==> config.mk <==
export PLATFORM = sky130hd
export DESIGN_NAME = uart_ir
export DESIGN_NICKNAME = d
export VERILOG_FILES = /design/src/verilog/uart_ir_pkg.sv /design/src/verilog/uart_ir.sv
export VERILOG_INCLUDE_DIRS = /design/src /design/src/verilog
export SDC_FILE = /design/constraint.sdc
export NUM_CORES = 1
export LEC_CHECK = 0
export BUFFER_PORTS_ARGS = -buffer_cell sky130_fd_sc_hd__buf_2
export CAP_MARGIN = 10
export CORE_MARGIN = 4
export CORE_UTILIZATION = 62
export DETAILED_ROUTE_END_ITERATION = 6
export HOLD_SLACK_MARGIN = 0.05
export PLACE_DENSITY = 0.78
export SLEW_MARGIN = 20
export SYNTH_ARGS = -nofsm -noshare
export SYNTH_HDL_FRONTEND = slang
export SYNTH_SLANG_ARGS = --single-unit
export TNS_END_PERCENT = 10
==> constraint.sdc <==
create_clock -name clk_sys_i -period 4.5 [get_ports clk_sys_i]
set_input_delay 0.225 -clock clk_sys_i [delete_from_list [all_inputs] [get_ports clk_sys_i]]
set_output_delay 0.225 -clock clk_sys_i [all_outputs]
set_load 0.05 [all_outputs]
==> src/verilog/uart_ir_consts.svh <==
// Register offsets, field positions and timing counts of the infrared serial port.
`ifndef UART_IR_CONSTS_SVH
`define UART_IR_CONSTS_SVH
// ============================================================
// Register byte offsets
`define OFS_MODE       8'h00
`define OFS_STA        8'h04
`define OFS_TXREG      8'h08
`define OFS_RXREG      8'h0C
`define OFS_BRG        8'h10
// ============================================================
// Mode register fields and reset value
`define MODE_RESET     16'h0000
`define MODE_WMASK     16'hBBFF
`define M_EN           15
`define M_SIDL         13
`define M_INFRARED_ENABLE         12
`define M_RTS_MODE_SELECT        11
`define M_UEN_HI       9
`define M_UEN_LO       8
`define M_WAKE         7
`define M_LOOPBACK_SELECT       6
`define M_AUTO_BAUD_BIT        5
`define M_RECEIVE_POLARITY_BIT        4
`define M_HIGH_SPEED_BAUD_SELECT         3
`define M_PD_HI        2
`define M_PD_LO        1
`define M_STOP_COUNT_SELECT        0
// ============================================================
// Status and control register fields
`define STA_WMASK      16'hECE0
`define S_TXIS1        15
`define S_TXINV        14
`define S_TXIS0        13
`define S_BRK          11
`define S_TXEN         10
`define S_RXIS_HI      7
`define S_RXIS_LO      6
`define S_ADDEN        5
`define S_RECEIVE_OVERRUN_FLAG         1
// ============================================================
// Timing counts in baud ticks, bits and falling edges, and the FIFO depth
`define TPB_STD_M1     4'hF
`define TPB_HI_M1      4'h3
`define IR_PULSE       4'h3
`define IR_HOLD        5'h10
`define FIFO_DEPTH     3'h4
`define BRK_BITS_M1    4'hB
`define AB_FALLS_LAST  3'h4
`endif

==> src/verilog/uart_ir_pkg.sv <==
// Types shared by the infrared serial port.
package uart_ir_pkg;
	typedef enum logic [2:0] {TX_IDLE, TX_START, TX_DATA, TX_PAR, TX_STOP} tx_state_t;
	typedef enum logic [2:0] {RX_IDLE, RX_START, RX_DATA, RX_PAR, RX_STOP} rx_state_t;
endpackage
==> src/verilog/uart_ir.sv <==
// Full-duplex serial port with baud generator, FIFOs, auto-baud and infrared codec.
//
// Function
// - High-speed baud is clock over four times divisor plus one.
// - Standard mode divides by sixteen times divisor plus one; select bit picks path.
// - Writing the divisor clears the baud timer at once.
// - Setting transmit enable raises a transmit interrupt two cycles later.
// - A written byte moves to the idle shift register; shifting follows baud tick.
// - Enabling transmit with data loaded starts at once from a cleared timer.
// - Break request, dummy write, then sync byte; hardware clears the request.
// - Reading receive data advances FIFO; error flags follow the new head.
// - Infrared modes work only in standard sixteen-times mode.
// - Pin usage eleven with port enabled drives sixteen-times baud clock out; with high-speed select the code drives the four-times clock.
// - Infrared enable decodes receive pin and encodes transmit pin.
// - Port enable drives pins per pin usage; clear releases them, port idles.
// - Stop-in-idle set halts the port during Idle; clear keeps it running.
// - Request-to-send mode bit selects simplex or flow-control behaviour.
// - Pin usage selects the pins used; others stay with port latches.
// - Wake enable flags falling edge in Sleep, clears itself on next rise.
// - Loopback select bit enables or disables loopback mode.
// - Auto-baud measures the next 55h character and clears itself when done.
// - Receive polarity bit sets receive idle level to zero or one.
// - Parity field picks nine-bit or eight-bit parity; stop select picks stop count.
// - Break is start bit, twelve zeros, stop bit, then request clears.
// - Transmit interrupt select picks load, all-done or buffer-empty event.
//
// Our own choices: the placing of the registers and the strobed register port.
`timescale 1ns/1ps
`include "uart_ir_consts.svh"
module uart_ir (
	input  wire logic        clk_sys_i,           // 100 MHz system clock
	input  wire logic        rstn_i,              // Asynchronous reset, active low
	input  wire logic [7:0]  addr_i,              // Register byte address
	input  wire logic [15:0] wr_data_i,           // Register write data
	input  wire logic        wr_i,                // Write strobe
	input  wire logic        rd_i,                // Read strobe
	output logic      [15:0] rd_data_o,           // Read data, cycle after strobe
	input  wire logic        idle_mode_i,         // Device is in Idle mode
	input  wire logic        sleep_mode_i,        // Device is in Sleep mode
	input  wire logic        serial_in_i,         // Receive pin
	input  wire logic        clear_to_send_n_i,   // Clear-to-send pin, active low
	output logic             serial_out_o,        // Transmit pin level
	output logic             serial_out_oe_o,     // Transmit pin driven by port
	output logic             request_to_send_n_o, // Request-to-send or baud clock out
	output logic             request_to_send_oe_o,// Request-to-send pin driven by port
	output logic             tx_irq_o,            // Transmit interrupt pulse
	output logic             rx_irq_o,            // Receive interrupt pulse
	output logic             wake_irq_o           // Wake-up interrupt pulse
);
	// ============================================================
	// Registers and configuration decode
	// State names taken from the package without importing it.
	localparam uart_ir_pkg::tx_state_t TX_IDLE  = uart_ir_pkg::TX_IDLE;
	localparam uart_ir_pkg::tx_state_t TX_START = uart_ir_pkg::TX_START;
	localparam uart_ir_pkg::tx_state_t TX_DATA  = uart_ir_pkg::TX_DATA;
	localparam uart_ir_pkg::tx_state_t TX_PAR   = uart_ir_pkg::TX_PAR;
	localparam uart_ir_pkg::tx_state_t TX_STOP  = uart_ir_pkg::TX_STOP;
	localparam uart_ir_pkg::rx_state_t RX_IDLE  = uart_ir_pkg::RX_IDLE;
	localparam uart_ir_pkg::rx_state_t RX_START = uart_ir_pkg::RX_START;
	localparam uart_ir_pkg::rx_state_t RX_DATA  = uart_ir_pkg::RX_DATA;
	localparam uart_ir_pkg::rx_state_t RX_PAR   = uart_ir_pkg::RX_PAR;
	localparam uart_ir_pkg::rx_state_t RX_STOP  = uart_ir_pkg::RX_STOP;
	logic [15:0] mode_r, sta_r, divisor_r, brg_cnt_r;
	logic        receive_overrun_flag_r;
	wire wr_mode = wr_i & (addr_i == `OFS_MODE);
	wire wr_sta  = wr_i & (addr_i == `OFS_STA);
	wire wr_tx   = wr_i & (addr_i == `OFS_TXREG);
	wire wr_brg  = wr_i & (addr_i == `OFS_BRG);
	wire rd_rx   = rd_i & (addr_i == `OFS_RXREG);
	wire       en     = mode_r[`M_EN];
	wire       high_speed_baud_select   = mode_r[`M_HIGH_SPEED_BAUD_SELECT];
	wire [1:0] uen    = mode_r[`M_UEN_HI:`M_UEN_LO];
	wire [1:0] pdsel  = mode_r[`M_PD_HI:`M_PD_LO];
	wire       nine   = (pdsel == 2'h3);
	wire       has_par = (pdsel == 2'h1) | (pdsel == 2'h2);
	wire       odd    = (pdsel == 2'h2);
	wire       ir_on  = mode_r[`M_INFRARED_ENABLE] & ~high_speed_baud_select;
	wire       txen   = sta_r[`S_TXEN];
	wire       run    = en & ~sleep_mode_i & ~(idle_mode_i & mode_r[`M_SIDL]);
	wire [3:0] tpb_m1 = high_speed_baud_select ? `TPB_HI_M1 : `TPB_STD_M1;
	wire [3:0] half   = {1'b0, tpb_m1[3:1]};

	function automatic logic par_bit(input logic [7:0] d, input logic is_odd);
		par_bit = (^d) ^ is_odd;
	endfunction

	// ============================================================
	// Pin synchronisers
	logic rx_s1_r, rx_s2_r, cts_s1_r, cts_s2_r, pin_prev_r;
	always_ff @(posedge clk_sys_i or negedge rstn_i) begin
		if (!rstn_i) begin
			rx_s1_r    <= 1'b1;
			rx_s2_r    <= 1'b1;
			cts_s1_r   <= 1'b1;
			cts_s2_r   <= 1'b1;
			pin_prev_r <= 1'b1;
		end else begin
			rx_s1_r    <= serial_in_i;
			rx_s2_r    <= rx_s1_r;
			cts_s1_r   <= clear_to_send_n_i;
			cts_s2_r   <= cts_s1_r;
			pin_prev_r <= rx_s2_r;
		end
	end

	// ============================================================
	// Baud rate generator
	logic txen_d_r;
	logic [1:0] txen_pipe_r;
	wire txen_rise = txen & ~txen_d_r;
	wire tick      = run & (brg_cnt_r == divisor_r);
	always_ff @(posedge clk_sys_i or negedge rstn_i) begin
		if (!rstn_i)
			brg_cnt_r <= 16'h0000;
		else if (wr_brg | txen_rise | tick)
			brg_cnt_r <= 16'h0000;
		else if (run)
			brg_cnt_r <= brg_cnt_r + 16'h0001;
	end

	// ============================================================
	// Transmit FIFO and shifter
	logic [8:0] tx_mem [0:3];
	logic [1:0] tx_wp_r, tx_rp_r;
	logic [2:0] tx_cnt_r;
	uart_ir_pkg::tx_state_t tx_state_r;
	logic [8:0] tx_data_r;
	logic [3:0] tx_sub_r, tx_bit_r;
	logic       tx_brk_r, tx_ir_r;
	wire cts_ok   = (uen != 2'h2) | ~cts_s2_r;
	wire tx_full  = (tx_cnt_r == `FIFO_DEPTH);
	wire tx_flush = ~en | (~txen & txen_d_r);
	wire tx_push  = wr_tx & ~tx_full & en;
	// Loading on a baud tick makes the start bit last exactly one full bit time.
	wire tx_load  = tick & txen & cts_ok & (tx_state_r == TX_IDLE) & (tx_cnt_r != 3'h0);
	wire tx_end   = tick & (tx_sub_r == tpb_m1);
	wire [3:0] tx_last = tx_brk_r ? `BRK_BITS_M1 : (nine ? 4'h8 : 4'h7);
	wire tx_done  = tx_end & (tx_state_r == TX_STOP) & (~mode_r[`M_STOP_COUNT_SELECT] | tx_bit_r[0]);
	wire tx_line  = (tx_state_r == TX_START) ? 1'b0 :
	                (tx_state_r == TX_DATA)  ? (~tx_brk_r & tx_data_r[tx_bit_r]) :
	                (tx_state_r == TX_PAR)   ? par_bit(tx_data_r[7:0], odd) : 1'b1;
	wire brk_done = tx_done & tx_brk_r;

	always_ff @(posedge clk_sys_i) begin
		if (tx_push)
			tx_mem[tx_wp_r] <= wr_data_i[8:0];
	end

	always_ff @(posedge clk_sys_i or negedge rstn_i) begin
		if (!rstn_i) begin
			tx_wp_r  <= 2'h0;
			tx_rp_r  <= 2'h0;
			tx_cnt_r <= 3'h0;
		end else if (tx_flush) begin
			tx_wp_r  <= 2'h0;
			tx_rp_r  <= 2'h0;
			tx_cnt_r <= 3'h0;
		end else begin
			tx_wp_r  <= tx_wp_r + {1'b0, tx_push};
			tx_rp_r  <= tx_rp_r + {1'b0, tx_load};
			tx_cnt_r <= tx_cnt_r + {2'h0, tx_push} - {2'h0, tx_load};
		end
	end

	always_ff @(posedge clk_sys_i or negedge rstn_i) begin
		if (!rstn_i) begin
			tx_state_r <= TX_IDLE;
			tx_data_r  <= 9'h000;
			tx_sub_r   <= 4'h0;
			tx_bit_r   <= 4'h0;
			tx_brk_r   <= 1'b0;
		end else if (tx_flush) begin
			tx_state_r <= TX_IDLE;
			tx_sub_r   <= 4'h0;
			tx_brk_r   <= 1'b0;
		end else begin
			if (tx_state_r == TX_IDLE)
				tx_sub_r <= 4'h0;
			else if (tx_end)
				tx_sub_r <= 4'h0;
			else if (tick)
				tx_sub_r <= tx_sub_r + 4'h1;
			case (tx_state_r)
				TX_IDLE: if (tx_load) begin
					tx_state_r <= TX_START;
					tx_data_r  <= tx_mem[tx_rp_r];
					tx_brk_r   <= sta_r[`S_BRK];
				end
				TX_START: if (tx_end) begin
					tx_state_r <= TX_DATA;
					tx_bit_r   <= 4'h0;
				end
				TX_DATA: if (tx_end) begin
					tx_bit_r <= tx_bit_r + 4'h1;
					if (tx_bit_r == tx_last) begin
						tx_state_r <= (has_par & ~tx_brk_r) ? TX_PAR : TX_STOP;
						tx_bit_r   <= 4'h0;
					end
				end
				TX_PAR: if (tx_end) begin
					tx_state_r <= TX_STOP;
					tx_bit_r   <= 4'h0;
				end
				TX_STOP: if (tx_end) begin
					tx_bit_r <= tx_bit_r + 4'h1;
					if (tx_done) begin
						tx_state_r <= TX_IDLE;
						tx_brk_r   <= 1'b0;
					end
				end
				default: tx_state_r <= TX_IDLE;
			endcase
		end
	end

	// Infrared encoder sends a short high pulse for each zero bit.
	always_ff @(posedge clk_sys_i or negedge rstn_i) begin
		if (!rstn_i)
			tx_ir_r <= 1'b0;
		else
			tx_ir_r <= ~tx_line & (tx_sub_r < `IR_PULSE);
	end

	// ============================================================
	// Receive path, infrared decoder and auto-baud
	logic [4:0]  ir_hold_r;
	logic        rx_prev_r, rx_parity_error_flag_r;
	uart_ir_pkg::rx_state_t rx_state_r;
	logic [8:0]  rx_sh_r;
	logic [3:0]  rx_sub_r, rx_bit_r;
	logic [10:0] rx_mem [0:3];
	logic [1:0]  rx_wp_r, rx_rp_r;
	logic [2:0]  rx_cnt_r, ab_falls_r;
	logic [23:0] ab_cnt_r;
	wire ir_pulse = ~(rx_s2_r ^ mode_r[`M_RECEIVE_POLARITY_BIT]);
	wire ir_dec   = (ir_hold_r == 5'h00);
	wire rx_in    = mode_r[`M_LOOPBACK_SELECT] ? tx_line :
	                ir_on ? ir_dec : (rx_s2_r ^ mode_r[`M_RECEIVE_POLARITY_BIT]);
	wire rx_fall  = rx_prev_r & ~rx_in;
	wire auto_baud_bit    = mode_r[`M_AUTO_BAUD_BIT];
	wire rx_samp  = tick & (rx_sub_r == half);
	wire rx_end   = tick & (rx_sub_r == tpb_m1);
	wire rx_full  = (rx_cnt_r == `FIFO_DEPTH);
	wire rx_keep  = ~(sta_r[`S_ADDEN] & nine & ~rx_sh_r[8]);
	wire rx_frame = run & rx_samp & (rx_state_r == RX_STOP) & rx_keep;
	wire rx_push  = rx_frame & ~rx_full;
	wire rx_ovf   = rx_frame & rx_full;
	wire receive_overrun_flag_clr = wr_sta & ~wr_data_i[`S_RECEIVE_OVERRUN_FLAG] & receive_overrun_flag_r;
	wire rx_flush = ~en | receive_overrun_flag_clr;
	wire rx_pop   = rd_rx & (rx_cnt_r != 3'h0) & ~rx_flush;
	wire ab_done  = run & auto_baud_bit & rx_fall & (ab_falls_r == `AB_FALLS_LAST);
	wire [23:0] ab_q   = high_speed_baud_select ? (ab_cnt_r >> 5) : (ab_cnt_r >> 7);
	wire [15:0] ab_val = ab_q[15:0] - 16'h0001;
	wire [10:0] rx_head = rx_mem[rx_rp_r];

	always_ff @(posedge clk_sys_i) begin
		if (rx_push)
			rx_mem[rx_wp_r] <= {rx_parity_error_flag_r, ~rx_in, rx_sh_r};
	end

	always_ff @(posedge clk_sys_i or negedge rstn_i) begin
		if (!rstn_i) begin
			rx_wp_r  <= 2'h0;
			rx_rp_r  <= 2'h0;
			rx_cnt_r <= 3'h0;
		end else if (rx_flush) begin
			rx_wp_r  <= 2'h0;
			rx_rp_r  <= 2'h0;
			rx_cnt_r <= 3'h0;
		end else begin
			rx_wp_r  <= rx_wp_r + {1'b0, rx_push};
			rx_rp_r  <= rx_rp_r + {1'b0, rx_pop};
			rx_cnt_r <= rx_cnt_r + {2'h0, rx_push} - {2'h0, rx_pop};
		end
	end

	always_ff @(posedge clk_sys_i or negedge rstn_i) begin
		if (!rstn_i) begin
			ir_hold_r  <= 5'h00;
			rx_prev_r  <= 1'b1;
			ab_cnt_r   <= 24'h000000;
			ab_falls_r <= 3'h0;
		end else begin
			rx_prev_r <= rx_in;
			if (ir_pulse)
				ir_hold_r <= `IR_HOLD;
			else if (tick & ~ir_dec)
				ir_hold_r <= ir_hold_r - 5'h01;
			if (~auto_baud_bit | ab_done) begin
				ab_falls_r <= 3'h0;
			end else if (run & rx_fall) begin
				ab_falls_r <= ab_falls_r + 3'h1;
				if (ab_falls_r == 3'h0)
					ab_cnt_r <= 24'h000000;
			end else if (run & (ab_falls_r != 3'h0)) begin
				ab_cnt_r <= ab_cnt_r + 24'h000001;
			end
		end
	end

	always_ff @(posedge clk_sys_i or negedge rstn_i) begin
		if (!rstn_i) begin
			rx_state_r <= RX_IDLE;
			rx_sh_r    <= 9'h000;
			rx_sub_r   <= 4'h0;
			rx_bit_r   <= 4'h0;
			rx_parity_error_flag_r  <= 1'b0;
		end else if (~run) begin
			if (~en)
				rx_state_r <= RX_IDLE;
		end else begin
			if (rx_end)
				rx_sub_r <= 4'h0;
			else if (tick)
				rx_sub_r <= rx_sub_r + 4'h1;
			case (rx_state_r)
				RX_IDLE: if (rx_fall & ~auto_baud_bit) begin
					rx_state_r <= RX_START;
					rx_sub_r   <= 4'h0;
					rx_parity_error_flag_r  <= 1'b0;
					rx_sh_r    <= 9'h000;
				end
				RX_START: begin
					if (rx_samp & rx_in)
						rx_state_r <= RX_IDLE;
					else if (rx_end) begin
						rx_state_r <= RX_DATA;
						rx_bit_r   <= 4'h0;
					end
				end
				RX_DATA: begin
					if (rx_samp)
						rx_sh_r[rx_bit_r] <= rx_in;
					if (rx_end) begin
						rx_bit_r <= rx_bit_r + 4'h1;
						if (rx_bit_r == (nine ? 4'h8 : 4'h7))
							rx_state_r <= has_par ? RX_PAR : RX_STOP;
					end
				end
				RX_PAR: begin
					if (rx_samp)
						rx_parity_error_flag_r <= rx_in ^ par_bit(rx_sh_r[7:0], odd);
					if (rx_end)
						rx_state_r <= RX_STOP;
				end
				RX_STOP: if (rx_samp)
					rx_state_r <= RX_IDLE;
				default: rx_state_r <= RX_IDLE;
			endcase
		end
	end

	// ============================================================
	// Software registers with hardware set and clear
	logic wake_arm_r;
	wire pin_fall = pin_prev_r & ~rx_s2_r;
	wire pin_rise = ~pin_prev_r & rx_s2_r;
	wire wake_ev  = sleep_mode_i & mode_r[`M_WAKE] & pin_fall;
	wire wake_clr = wake_arm_r & pin_rise;

	always_ff @(posedge clk_sys_i or negedge rstn_i) begin
		if (!rstn_i) begin
			mode_r     <= `MODE_RESET;
			sta_r      <= 16'h0000;
			receive_overrun_flag_r     <= 1'b0;
			divisor_r  <= 16'h0000;
			wake_arm_r <= 1'b0;
		end else begin
			if (wr_mode)
				mode_r <= wr_data_i & `MODE_WMASK;
			if (ab_done)
				mode_r[`M_AUTO_BAUD_BIT] <= 1'b0;
			if (wake_clr)
				mode_r[`M_WAKE] <= 1'b0;
			wake_arm_r <= wake_clr ? 1'b0 : (wake_arm_r | wake_ev);
			if (wr_sta)
				sta_r <= wr_data_i & `STA_WMASK;
			if (brk_done)
				sta_r[`S_BRK] <= 1'b0;
			if (rx_ovf)
				receive_overrun_flag_r <= 1'b1;
			else if (receive_overrun_flag_clr)
				receive_overrun_flag_r <= 1'b0;
			if (wr_brg)
				divisor_r <= wr_data_i;
			else if (ab_done)
				divisor_r <= ab_val;
		end
	end

	// ============================================================
	// Interrupt events
	wire [1:0] txis = {sta_r[`S_TXIS1], sta_r[`S_TXIS0]};
	wire [1:0] rxis = sta_r[`S_RXIS_HI:`S_RXIS_LO];
	wire tx_ev = ((txis == 2'h0) & tx_load) |
	             ((txis == 2'h2) & tx_load & (tx_cnt_r == 3'h1)) |
	             ((txis == 2'h1) & tx_done & (tx_cnt_r == 3'h0));
	wire rx_ev = rx_push & (~rxis[1] | (rxis[0] ? (rx_cnt_r == 3'h3) : (rx_cnt_r == 3'h2)));

	always_ff @(posedge clk_sys_i or negedge rstn_i) begin
		if (!rstn_i) begin
			txen_d_r    <= 1'b0;
			txen_pipe_r <= 2'h0;
			tx_irq_o    <= 1'b0;
			rx_irq_o    <= 1'b0;
			wake_irq_o  <= 1'b0;
		end else begin
			txen_d_r    <= txen;
			txen_pipe_r <= {txen_pipe_r[0], txen_rise};
			tx_irq_o    <= txen_pipe_r[0] | tx_ev;
			rx_irq_o    <= rx_ev;
			wake_irq_o  <= wake_ev;
		end
	end

	// ============================================================
	// Pins and read data
	wire tx_busy  = (tx_state_r != TX_IDLE) | (tx_cnt_r != 3'h0);
	wire rts_n    = mode_r[`M_RTS_MODE_SELECT] ? ~tx_busy : rx_full;
	wire bclk     = (brg_cnt_r <= {1'b0, divisor_r[15:1]});
	wire tx_pin   = mode_r[`M_LOOPBACK_SELECT] ? 1'b1 :
	                (ir_on ? tx_ir_r : tx_line) ^ sta_r[`S_TXINV];
	wire ridle    = (rx_state_r == RX_IDLE);
	wire [15:0] sta_rd = {sta_r[15:11], txen, tx_full, ~tx_busy, sta_r[7:5], ridle,
	                      rx_head[10] & (rx_cnt_r != 3'h0), rx_head[9] & (rx_cnt_r != 3'h0),
	                      receive_overrun_flag_r, rx_cnt_r != 3'h0};
	wire [15:0] rd_mux = (addr_i == `OFS_MODE)  ? mode_r :
	                     (addr_i == `OFS_STA)   ? sta_rd :
	                     (addr_i == `OFS_RXREG) ? {7'h00, rx_head[8:0]} :
	                     (addr_i == `OFS_BRG)   ? divisor_r : 16'h0000;

	always_ff @(posedge clk_sys_i or negedge rstn_i) begin
		if (!rstn_i) begin
			rd_data_o            <= 16'h0000;
			serial_out_o         <= 1'b1;
			serial_out_oe_o      <= 1'b0;
			request_to_send_n_o  <= 1'b1;
			request_to_send_oe_o <= 1'b0;
		end else begin
			rd_data_o            <= rd_i ? rd_mux : 16'h0000;
			serial_out_o         <= tx_pin;
			serial_out_oe_o      <= en & txen;
			request_to_send_n_o  <= (uen == 2'h3) ? bclk : rts_n;
			request_to_send_oe_o <= en & (uen != 2'h0);
		end
	end
endmodule

After elaboration in Yosys (flattened, before gate mapping). Memories as Yosys holds them, arrays and structs flattened. A register that Yosys moved wholly into a read port is not among the register bits. Cells that the tools add are included.

Eq/ne operators: 56. Bitwise gates (word level): 106. Multipliers: 0. Shift operators: 0. Add/sub/neg operators: 17. Div/mod/pow operators: 0. Magnitude comparators: 5. Multiplexer cells: 102. Reduce and logical (&&, ||, !) cells: 40.

Operators by type and width (count): $mux 16 (10); $mux 24 (3); $mux 4 (18); $mux 3 (23); $and 1x1->1 (62); $ne 3x3->1 const B (10); $pmux 3 s5 (2); $mux 1 (28); $not 1->1 (25); $add 24x1->24 const B (1); $reduce_bool 2->1 (12); $eq 3x2->1 const B (6); $mux 9 (2); $pmux 9 s2 (1); $reduce_bool 3->1 (6); $add 16x1->16 const B (1); $add 4x1->4 const B (4); $eq 16x16->1 (1); $eq 4x4->1 (4); $eq 8x4->1 const B (2); $le 16x15->1 (1); $ne 2x2->1 const B (8); $reduce_xor 8->1 (2); $sub 16x1->16 const B (1); 42 further kinds (93).

ROM bits: 0. Flip-flop bits (word level): 167. Memory bits (writable): 80. Memories: 2. Latch bits: 0.

Memories: rx_mem (words 4, bits a word 11, rd ports 1, clocked after Yosys merged registers in 0, write ports 1, line uart_ir.sv:231) `logic [10:0] rx_mem [0:3];`; tx_mem (words 4, bits a word 9, rd ports 1, clocked after Yosys merged registers in 1, write ports 1, line uart_ir.sv:123) `logic [8:0] tx_mem [0:3];`.

Logic depth before layout (Yosys ltp). Gate-level depths: netlist (run 1).

Depth in word-level cells: 13. Depth in mapped cells: 17. Gate-level depth less buffers: 16.

Worst setup path before layout (run 1). Ideal clock, no wire load.

Path type: register to register. From: reg mode_r[3]. To: reg divisor_r[14]. Period minus slack after synthesis: 4075 ps. Stages on the path, launching flop included: 16. Arrival: 3938 ps. Path buffers: 5. Path slack: 425 ps. Cells stage by stage: dfrtp_1 buf_2 clkbuf_1 clkbuf_1 buf_1 clkbuf_1 mux2i_1 ha_1 nor3b_1 o21ai_0 or3_1 a2111oi_0 nand2_1 xor2_1 a21oi_1 a21oi_1.

Cells in the longest elaborated chain, start to end: 9.

RTL lines: start: declaration (line uart_ir.sv:63) `logic [15:0] mode_r, sta_r, divisor_r, brg_cnt_r;`; start signal: assignment (line uart_ir.sv:363) `` mode_r <= `MODE_RESET; ``; start signal: assignment (line uart_ir.sv:370) `` mode_r <= wr_data_i & `MODE_WMASK; ``; parallel branches: the longest is 9 deep, another holds $sub 16x1->16; end signal: assignment (line uart_ir.sv:385) `divisor_r <= wr_data_i;`; end signal: assignment (line uart_ir.sv:387) `divisor_r <= ab_val;`; end: declaration (line uart_ir.sv:63).

Several ways; the timed one is not identified. The select of a mux whose other input is x is not followed. A chain may end at the register's enable or synchronous reset.

Worst setup path after layout (run 1).
From: reg brg_cnt_r[11]. To: reg rx_cnt_r[2].

Cells in the longest elaborated chain, start to end: 10.

RTL lines: start: declaration (line uart_ir.sv:63); start signal: assignment (line uart_ir.sv:118) `brg_cnt_r <= brg_cnt_r + 16'h0001;`; $eq 16x16->1 (line uart_ir.sv:111) `wire tick = run & (brg_cnt_r == divisor_r);`; $and 1x1->1 (line uart_ir.sv:111); $and 1x1->1 (line uart_ir.sv:241) `wire rx_samp = tick & (rx_sub_r == half);`; $and 1x1->1 (3 in a row) (line uart_ir.sv:245) `wire rx_frame = run & rx_samp & (rx_state_r == RX_STOP) & rx_keep;`; $and 1x1->1 (line uart_ir.sv:246) `wire rx_push = rx_frame & ~rx_full;`; $add 3x1->3 (line uart_ir.sv:273) `rx_cnt_r <= rx_cnt_r + {2'h0, rx_push} - {2'h0, rx_pop};`; $sub 3x1->3 (line uart_ir.sv:273); $mux 3 (line uart_ir.sv:266) `end else if (rx_flush) begin`; end signal: assignment (line uart_ir.sv:273); end: declaration (line uart_ir.sv:233) `logic [2:0] rx_cnt_r, ab_falls_r;`.

No other way between the ends.

==> metrics.cfg, run 1 <==
[run_status]
outcome = finished, final reports clean

[finish]
post-route-cell-area_mm2 = 0.01470
finalNetCount = 1364
drive_above_1_share = 0.1455
fill_cells = 1425
antenna_cells = 0
synthToLayoutAreaGrowth_pct = 13.22

[clocking]
cts_sinks = 255
cts_resized = 0
cts_setup_buffers = 0
clk_latency_ps = 530
cts_tree = yes
cts_max_level = 1
cts_buffer_depth = 3
cts_made_buffers = 26
cts-root-buf = clkbuf_16
cts_hold_buffers = 20
clk_pin_slew_ps = 60

[yosys]
synth_edf_count = 80
syn_inst = 1228
ys_dominant_reg_cell = dfrtp_1
ys_ff_latch = 255
syn-cell-area_mm2 = 0.01298
async_reset_ff_frac = 0.6863
avgSynthCellArea_um2 = 10.57
ys_types = 75
synth_nets = 1299
ys_seq_area_frac = 0.5231
yosysWarnings = 0

[timing]
whs_ps = 104.7
finalSetupViolCount = 0
slew_headroom = 0.3851
skew_ps = 9.588
max_freq_mhz = 261.1
layout_min_cycle_time_ps = 3830
rsz0062_at_grt = false
setup_tns_ps = 0
worstMarginPinSlew_ps = 918.9
layout_setup_ws_ps = 669.7
final_max_slew_viol_count = 0
timing.final.crit_share = 0.8512
hold_viol_final = 0

[placement]
placed_area_mm2 = 0.01356
dpl.hpwl_mm = 23.50
dpl_worst_slack_ps = 764.4
gp_congestion = 0.9755
portBuffers = 54

[grt]
grt-ovfl-total = 0
grt.total_usage = 0.2873
grt_pass1_vias = 9707
antenna_found_initial = 0
grt_start_max_net_pins = 100
grt_first_pass_wirelength_mm = 53.85

[flow_run]
cap_violations = 0

[pwr]
p_total_mw = 5.143
p_leak_nw = 6.358
power.density_mw_per_mm2 = 349.9
max-vdd-ir-drop_uv = 240.0

[worst_setup_path]
worst-setup-path-type = reg2reg
cp_data_arrival_time_ps = 4240
critPathCaptureType = register
crit_path_max_fanout = 5
critPathRequiredTime_ps = 4910
reg2regPathDepth = 17
start_kind = register

[route]
drt_iter0_drc = 924
ant_nets = 0
dr.pass1.iters = 7
avgViaCountPerCell = 6.267
via_count = 9920
wl_per_cell_um = 21.27
drc = 0
wl_mm = 33.68

[floorplanning]
chipWidth_um = 152.7
start_util = 0.6355
die_area_mm2 = 0.02332
ios = 55
rows = 52
core_area_mm2 = 0.02043
die_h_um = 152.7

[worst_hold_path]
holdPathStages = 2
hold_path.class = in2reg

cells by family after synthesis:
group | count (synthesis) | share of synthesized area
XOR/XNOR | 78 | 0.05425
AO/OA/AOI/OAI | 263 | 0.1240
buffers and inverters | 106 | 0.03132
adder cells (fa/ha/maj) | 39 | 0.03874
flip-flops | 255 | 0.5231
multiplexers | 60 | 0.06881
AND/OR/NAND/NOR | 427 | 0.1598
final cells by class:
cell class                 instances  area, µm²  share of cell area
sequential                       255       6792              0.4620
multi-input combinational        867       5821              0.3959
clock buffer                      35      715.7             0.04869
timing repair buffer              92      624.3             0.04247
tap                              270      337.8             0.02298
clock inverter                    13      219.0             0.01489
inverter                          51      191.4             0.01302
sequential cells by signal, indices dropped and copies added (netlist names), 4 cells and up:
register,count
ab_cnt_r,23
brg_cnt_r,16
divisor_r,16
ir_hold_r,5
mode_r,14
rd_data_o,16
rx_bit_r,4
rx_mem,44
rx_sh_r,9
rx_sub_r,4
sta_r,8
tx_bit_r,4
tx_data_r,9
tx_mem,36
tx_sub_r,4
path summary, 6_finish.rpt:
kind,startpoint,to,slack (ps)
worst min-delay path,rd_i,rd_data_o[2]$_DFF_PN0_,100
max in group asynchronous,rstn_i,rx_s2_r$_DFF_PN1_,3200
worst max register to register,brg_cnt_r[11]$_DFFE_PN0P_,rx_cnt_r[2]$_DFF_PN0_,670
worst min register to register,rx_s1_r$_DFF_PN1_,rx_s2_r$_DFF_PN1_,350
min in group asynchronous,rstn_i,tx_data_r[5]$_DFFE_PN0P_,290
worst max-delay path,brg_cnt_r[11]$_DFFE_PN0P_,rx_cnt_r[2]$_DFF_PN0_,670
layout by cell type, fill, tap and decap left out, types with 8 or more instances in the layout:
master         Yosys  layout
edfxtp_1          80      80
and3_1            18      18
buf_2              3      53
a21boi_0           9       9
dlygate4sd3_1      0      20
mux4_2            21      21
or3_1              8       8
o21a_1             8       8
nand3_1           28      28
mux2i_1           15      15
nand2_1          127     127
buf_4              1      17
nor3_1            21      20
dfstp_2            8       8
mux2_2            23      23
nand4_1           19      19
nand2b_1          12      12
nor4_1             9       8
xor2_1            28      28
nor2b_1           14      14
clkbuf_16          0      27
inv_1             51      51
dfrtp_1          167     167
nor2_1           121     121
a21oi_1           87      87
o21ai_0           73      73
a31oi_1           18      18
ha_1              37      37
xnor2_1           48      48
Yosys cell counts, drive strengths merged (24+ instances only):
cell	count	area, µm²
xnor2	49	436.7
mux2	24	270.3
clkbuf	45	170.2
nand2	127	476.7
ha	37	462.9
inv	51	191.4
a21oi	88	451.7
o21ai	79	395.4
nand3	28	140.1
nor2	122	460.5
dfrtp	167	4179
edfxtp	80	2402
xor2	28	245.2
routing by layer:
metal  part of all wire  global-route usage
met2               0.50              0.4835
met4              0.036              0.1006
met3              0.068             0.04147
met5                  0                   0
met1               0.40              0.3859
worst max-delay path, stage by stage (launching register included):
cell and delay, ps:
dfrtp_1 420, xor2_1 170, nor4_1 260, nand3_1 190, nor4_2 170, buf_4 190, and4_1 290, o211ai_1 220
a21oi_1 320, inv_1 140, ha_1 320, inv_1 70, ha_1 140, inv_1 50, fa_1 380, xor2_1 190
xnor2_1 140, nor2_1 60
power breakdown:
group	total, mW	switching (mW)	internal [mW]
clock network	2.36	0.898	1.46
registers	2.48	0.0471	2.43
logic	0.309	0.195	0.115
per-stage QoR:
| stage | utilization | std cells |
|---|---|---|
| final | 0.7196 | 1583 |
| after global routing | 0.7196 | 1583 |
| after CTS | 0.7191 | 1583 |
| after detailed placement | 0.6636 | 1515 |
| after global placement | 0.6636 | 1515 |
| after floorplan | - | 1228 |
Power figures use the tool's default switching activity.
==> run 2: changes to the inputs <==
--- a/config.mk
+++ b/config.mk
@@ -6,9 +6,10 @@
 export SDC_FILE = /design/constraint.sdc
 export NUM_CORES = 1
 export LEC_CHECK = 0
+export ABC_AREA = 0
 export BUFFER_PORTS_ARGS = -buffer_cell sky130_fd_sc_hd__buf_2
 export CAP_MARGIN = 10
-export CORE_MARGIN = 4
+export CORE_MARGIN = 1
 export CORE_UTILIZATION = 62
 export DETAILED_ROUTE_END_ITERATION = 6
 export HOLD_SLACK_MARGIN = 0.05
==> run 2 against run 1 <==
Wire length down 3.2%; worst setup slack better by 26 ps; sequential power about the same; critical path type unchanged; largest cell class unchanged; highest routed layer unchanged.
==> metrics.cfg, run 2 (synthesized netlist as in run 1, its figures left out) <==
[pwr]
power.density_mw_per_mm2 = 342.3  ; -2.2%
pwr-share-clk = 0.444  ; -0.014
p_switching_mw = 1.130  ; -0.81%
p_comb_frac = 0.063  ; +0.003
max-vdd-ir-drop_uv = 233.7  ; -2.6%
p_int_mw = 3.885  ; -3.0%
p_total_mw = 5.015  ; -2.5%
pwr-share-seq = 0.494  ; +0.012
p_leak_nw = 6.341  ; -0.27%
switching_share = 0.2254  ; +0.003817

[timing]
layout_min_cycle_time_ps = 3805  ; -25.56 ps
hold_viol_final = 0  ; unchanged
skew_ps = 11.77  ; +2.185 ps
timing.final.crit_share = 0.8455  ; -0.005681
whs_ps = 110.5  ; +5.787 ps
layout_setup_ws_ps = 695.2  ; +25.56 ps
slew_headroom = 0.3429  ; -0.04224
setup_tns_ps = 0  ; unchanged
max_freq_mhz = 262.8  ; +0.67%
worstMarginPinSlew_ps = 985.7  ; +66.76 ps
final_max_slew_viol_count = 0  ; unchanged
rsz0062_at_grt = false
finalSetupViolCount = 0  ; unchanged

[clocking]
cts_resized = 0  ; unchanged
cts-root-buf = clkbuf_16
cts_sinks = 255  ; unchanged
cts_made_buffers = 27  ; +3.8%
cts_buffer_depth = 3  ; unchanged
clk_pin_slew_ps = 60  ; about the same
clk_latency_ps = 530  ; about the same
cts_max_level = 1  ; unchanged
cts_tree = yes

[finish]
post-route-cell-area_mm2 = 0.01465  ; -0.34%
reg.largest.list = rx_mem: 44 flops, tx_mem: 36 flops, ab_cnt_r: 23 flops
synthToLayoutAreaGrowth_pct = 12.84
antenna_cells = 0  ; unchanged
final_cell_mix = dfrtp_1, nand2_1, nor2_1
fill_cells = 1413  ; -0.84%
finalNetCount = 1366  ; +0.15%
top_register = rx_mem
drive_above_1_share = 0.1445  ; -0.0009817
final_cells = 1585  ; +0.13%
layout_commonest_cell = dfrtp_1
final_core_util = 0.7194  ; about the same
largest_reg_flops = 44  ; unchanged

[grt]
grt.total_usage = 0.3125  ; +0.02521
grt_first_pass_wirelength_mm = 52.03  ; -3.4%
antenna_found_initial = 0  ; unchanged
grt_pass1_vias = 9696  ; -0.11%
grt-ovfl-total = 0  ; unchanged
grt_start_max_net_pins = 106  ; +6.0%

[route]
dr.pass1.iters = 7  ; unchanged
wl_mm = 32.61  ; -3.2%
via_count = 9805  ; -1.2%
drt_iter0_drc = 895  ; -3.1%
ant_nets = 0  ; unchanged
wl_per_cell_um = 20.58  ; -3.3%
avgViaCountPerCell = 6.186  ; -1.3%
drc = 0  ; unchanged

[floorplanning]
ios = 55  ; unchanged
chipWidth_um = 146.7  ; -3.9%
start_util = 0.6376  ; +0.002030
die_area_mm2 = 0.02152  ; -7.7%
core_area_mm2 = 0.02036  ; -0.32%
rows = 52  ; unchanged
die_h_um = 146.7  ; -3.9%

[placement]
portBuffers = 54  ; unchanged
dpl.hpwl_mm = 23.16  ; -1.4%
dpl_worst_slack_ps = 745.2  ; -19.21 ps
gp_congestion = 0.9274  ; -4.9%
placed_area_mm2 = 0.01356  ; about the same
dp_cells = 1516  ; +0.066%

[worst_setup_path]
worst-setup-path-type = reg2reg
path_common_cell = inv_1
start_kind = register
critPathRequiredTime_ps = 4910  ; about the same
critPathCaptureType = register
path_cells = xor2_1 -> nor4_1 -> nand3_1 -> nor4_2 -> buf_4 -> and4_1 -> o211ai_1 -> a21oi_1 -> inv_1 -> ha_1 -> inv_1 -> ha_1 -> inv_1 -> fa_1 -> xor2_1 -> xnor2_1 -> nor2_1
max_stage_delay_ps = 430  ; about the same
cp_data_arrival_time_ps = 4220  ; -20 ps
crit_path_max_fanout = 5  ; unchanged
cp_slowest_cell = dfrtp_1

[flow_run]
cap_violations = 0  ; unchanged

[run_status]
outcome = finished, final reports clean

[worst_hold_path]
hold_path.class = in2reg

==> run 2: worst paths after layout <==
path	start	end	depth (start not counted)	slack [ps]
worst max-delay path	brg_cnt_r[11]$_DFFE_PN0P_	rx_cnt_r[2]$_DFF_PN0_	17	700
worst min-delay path	sleep_mode_i	wake_irq_o$_DFF_PN0_	2	110
worst max register to register	brg_cnt_r[11]$_DFFE_PN0P_	rx_cnt_r[2]$_DFF_PN0_	17	700
worst min register to register	rx_s1_r$_DFF_PN1_	rx_s2_r$_DFF_PN1_	0	360
max in group asynchronous	rstn_i	serial_out_o$_DFF_PN1_	3	3140
min in group asynchronous	rstn_i	tx_data_r[1]$_DFFE_PN0P_	2	400
==> run 2: power groups by stage <==
| stage | registers [mW] | clock network (mW) | logic [mW] |
|---|---|---|---|
| 4_1_cts | 2.47 | 2.26 | 0.312 |
| 3_5_place_dp | 2.52 | 0 | 0.292 |
| 2_1_floorplan | 2.51 | 0 | 0.167 |
| 5_1_grt | 2.48 | 2.35 | 0.346 |
| 3_3_place_gp | 2.52 | 0 | 0.288 |
| 6_report | 2.48 | 2.22 | 0.314 |
==> run 2: layout make-up <==
cell class                 count  area, µm²  area share
sequential                   255       6792      0.4636
multi-input combinational    867       5812      0.3967
clock buffer                  32      704.4     0.04808
timing repair buffer          93      631.9     0.04313
tap                          270      337.8     0.02306
inverter                      51      191.4     0.01307
clock inverter                17      181.4     0.01238
==> run 2: worst max-delay path, delay by kind of cell (launching register included) <==
kind            cells  cell delay [ps]
xor+xnor            3              480
compound gates      2              530
fa+ha+maj           3              800
simple gates        5             1030
flops               1              430
buf+inv             4              430
==> run 2: repair_timing <==
action,in CTS,in global routing
hold buffers,20,0
buffers inserted,0,0
setup endpoints to repair,0,0
hold endpoints to repair,158,0
==> run 2: metal layers <==
| layer | up-vias | global-route usage | wire (µm) |
|---|---|---|---|
| met5 | - | 0 | 0 |
| met4 | 0 | 0.1167 | 1102 |
| met3 | 73 | 0.04752 | 2249 |
| met2 | 387 | 0.5242 | 16000 |
| met1 | 4790 | 0.4132 | 13270 |
| li1 | 4555 | - | - |
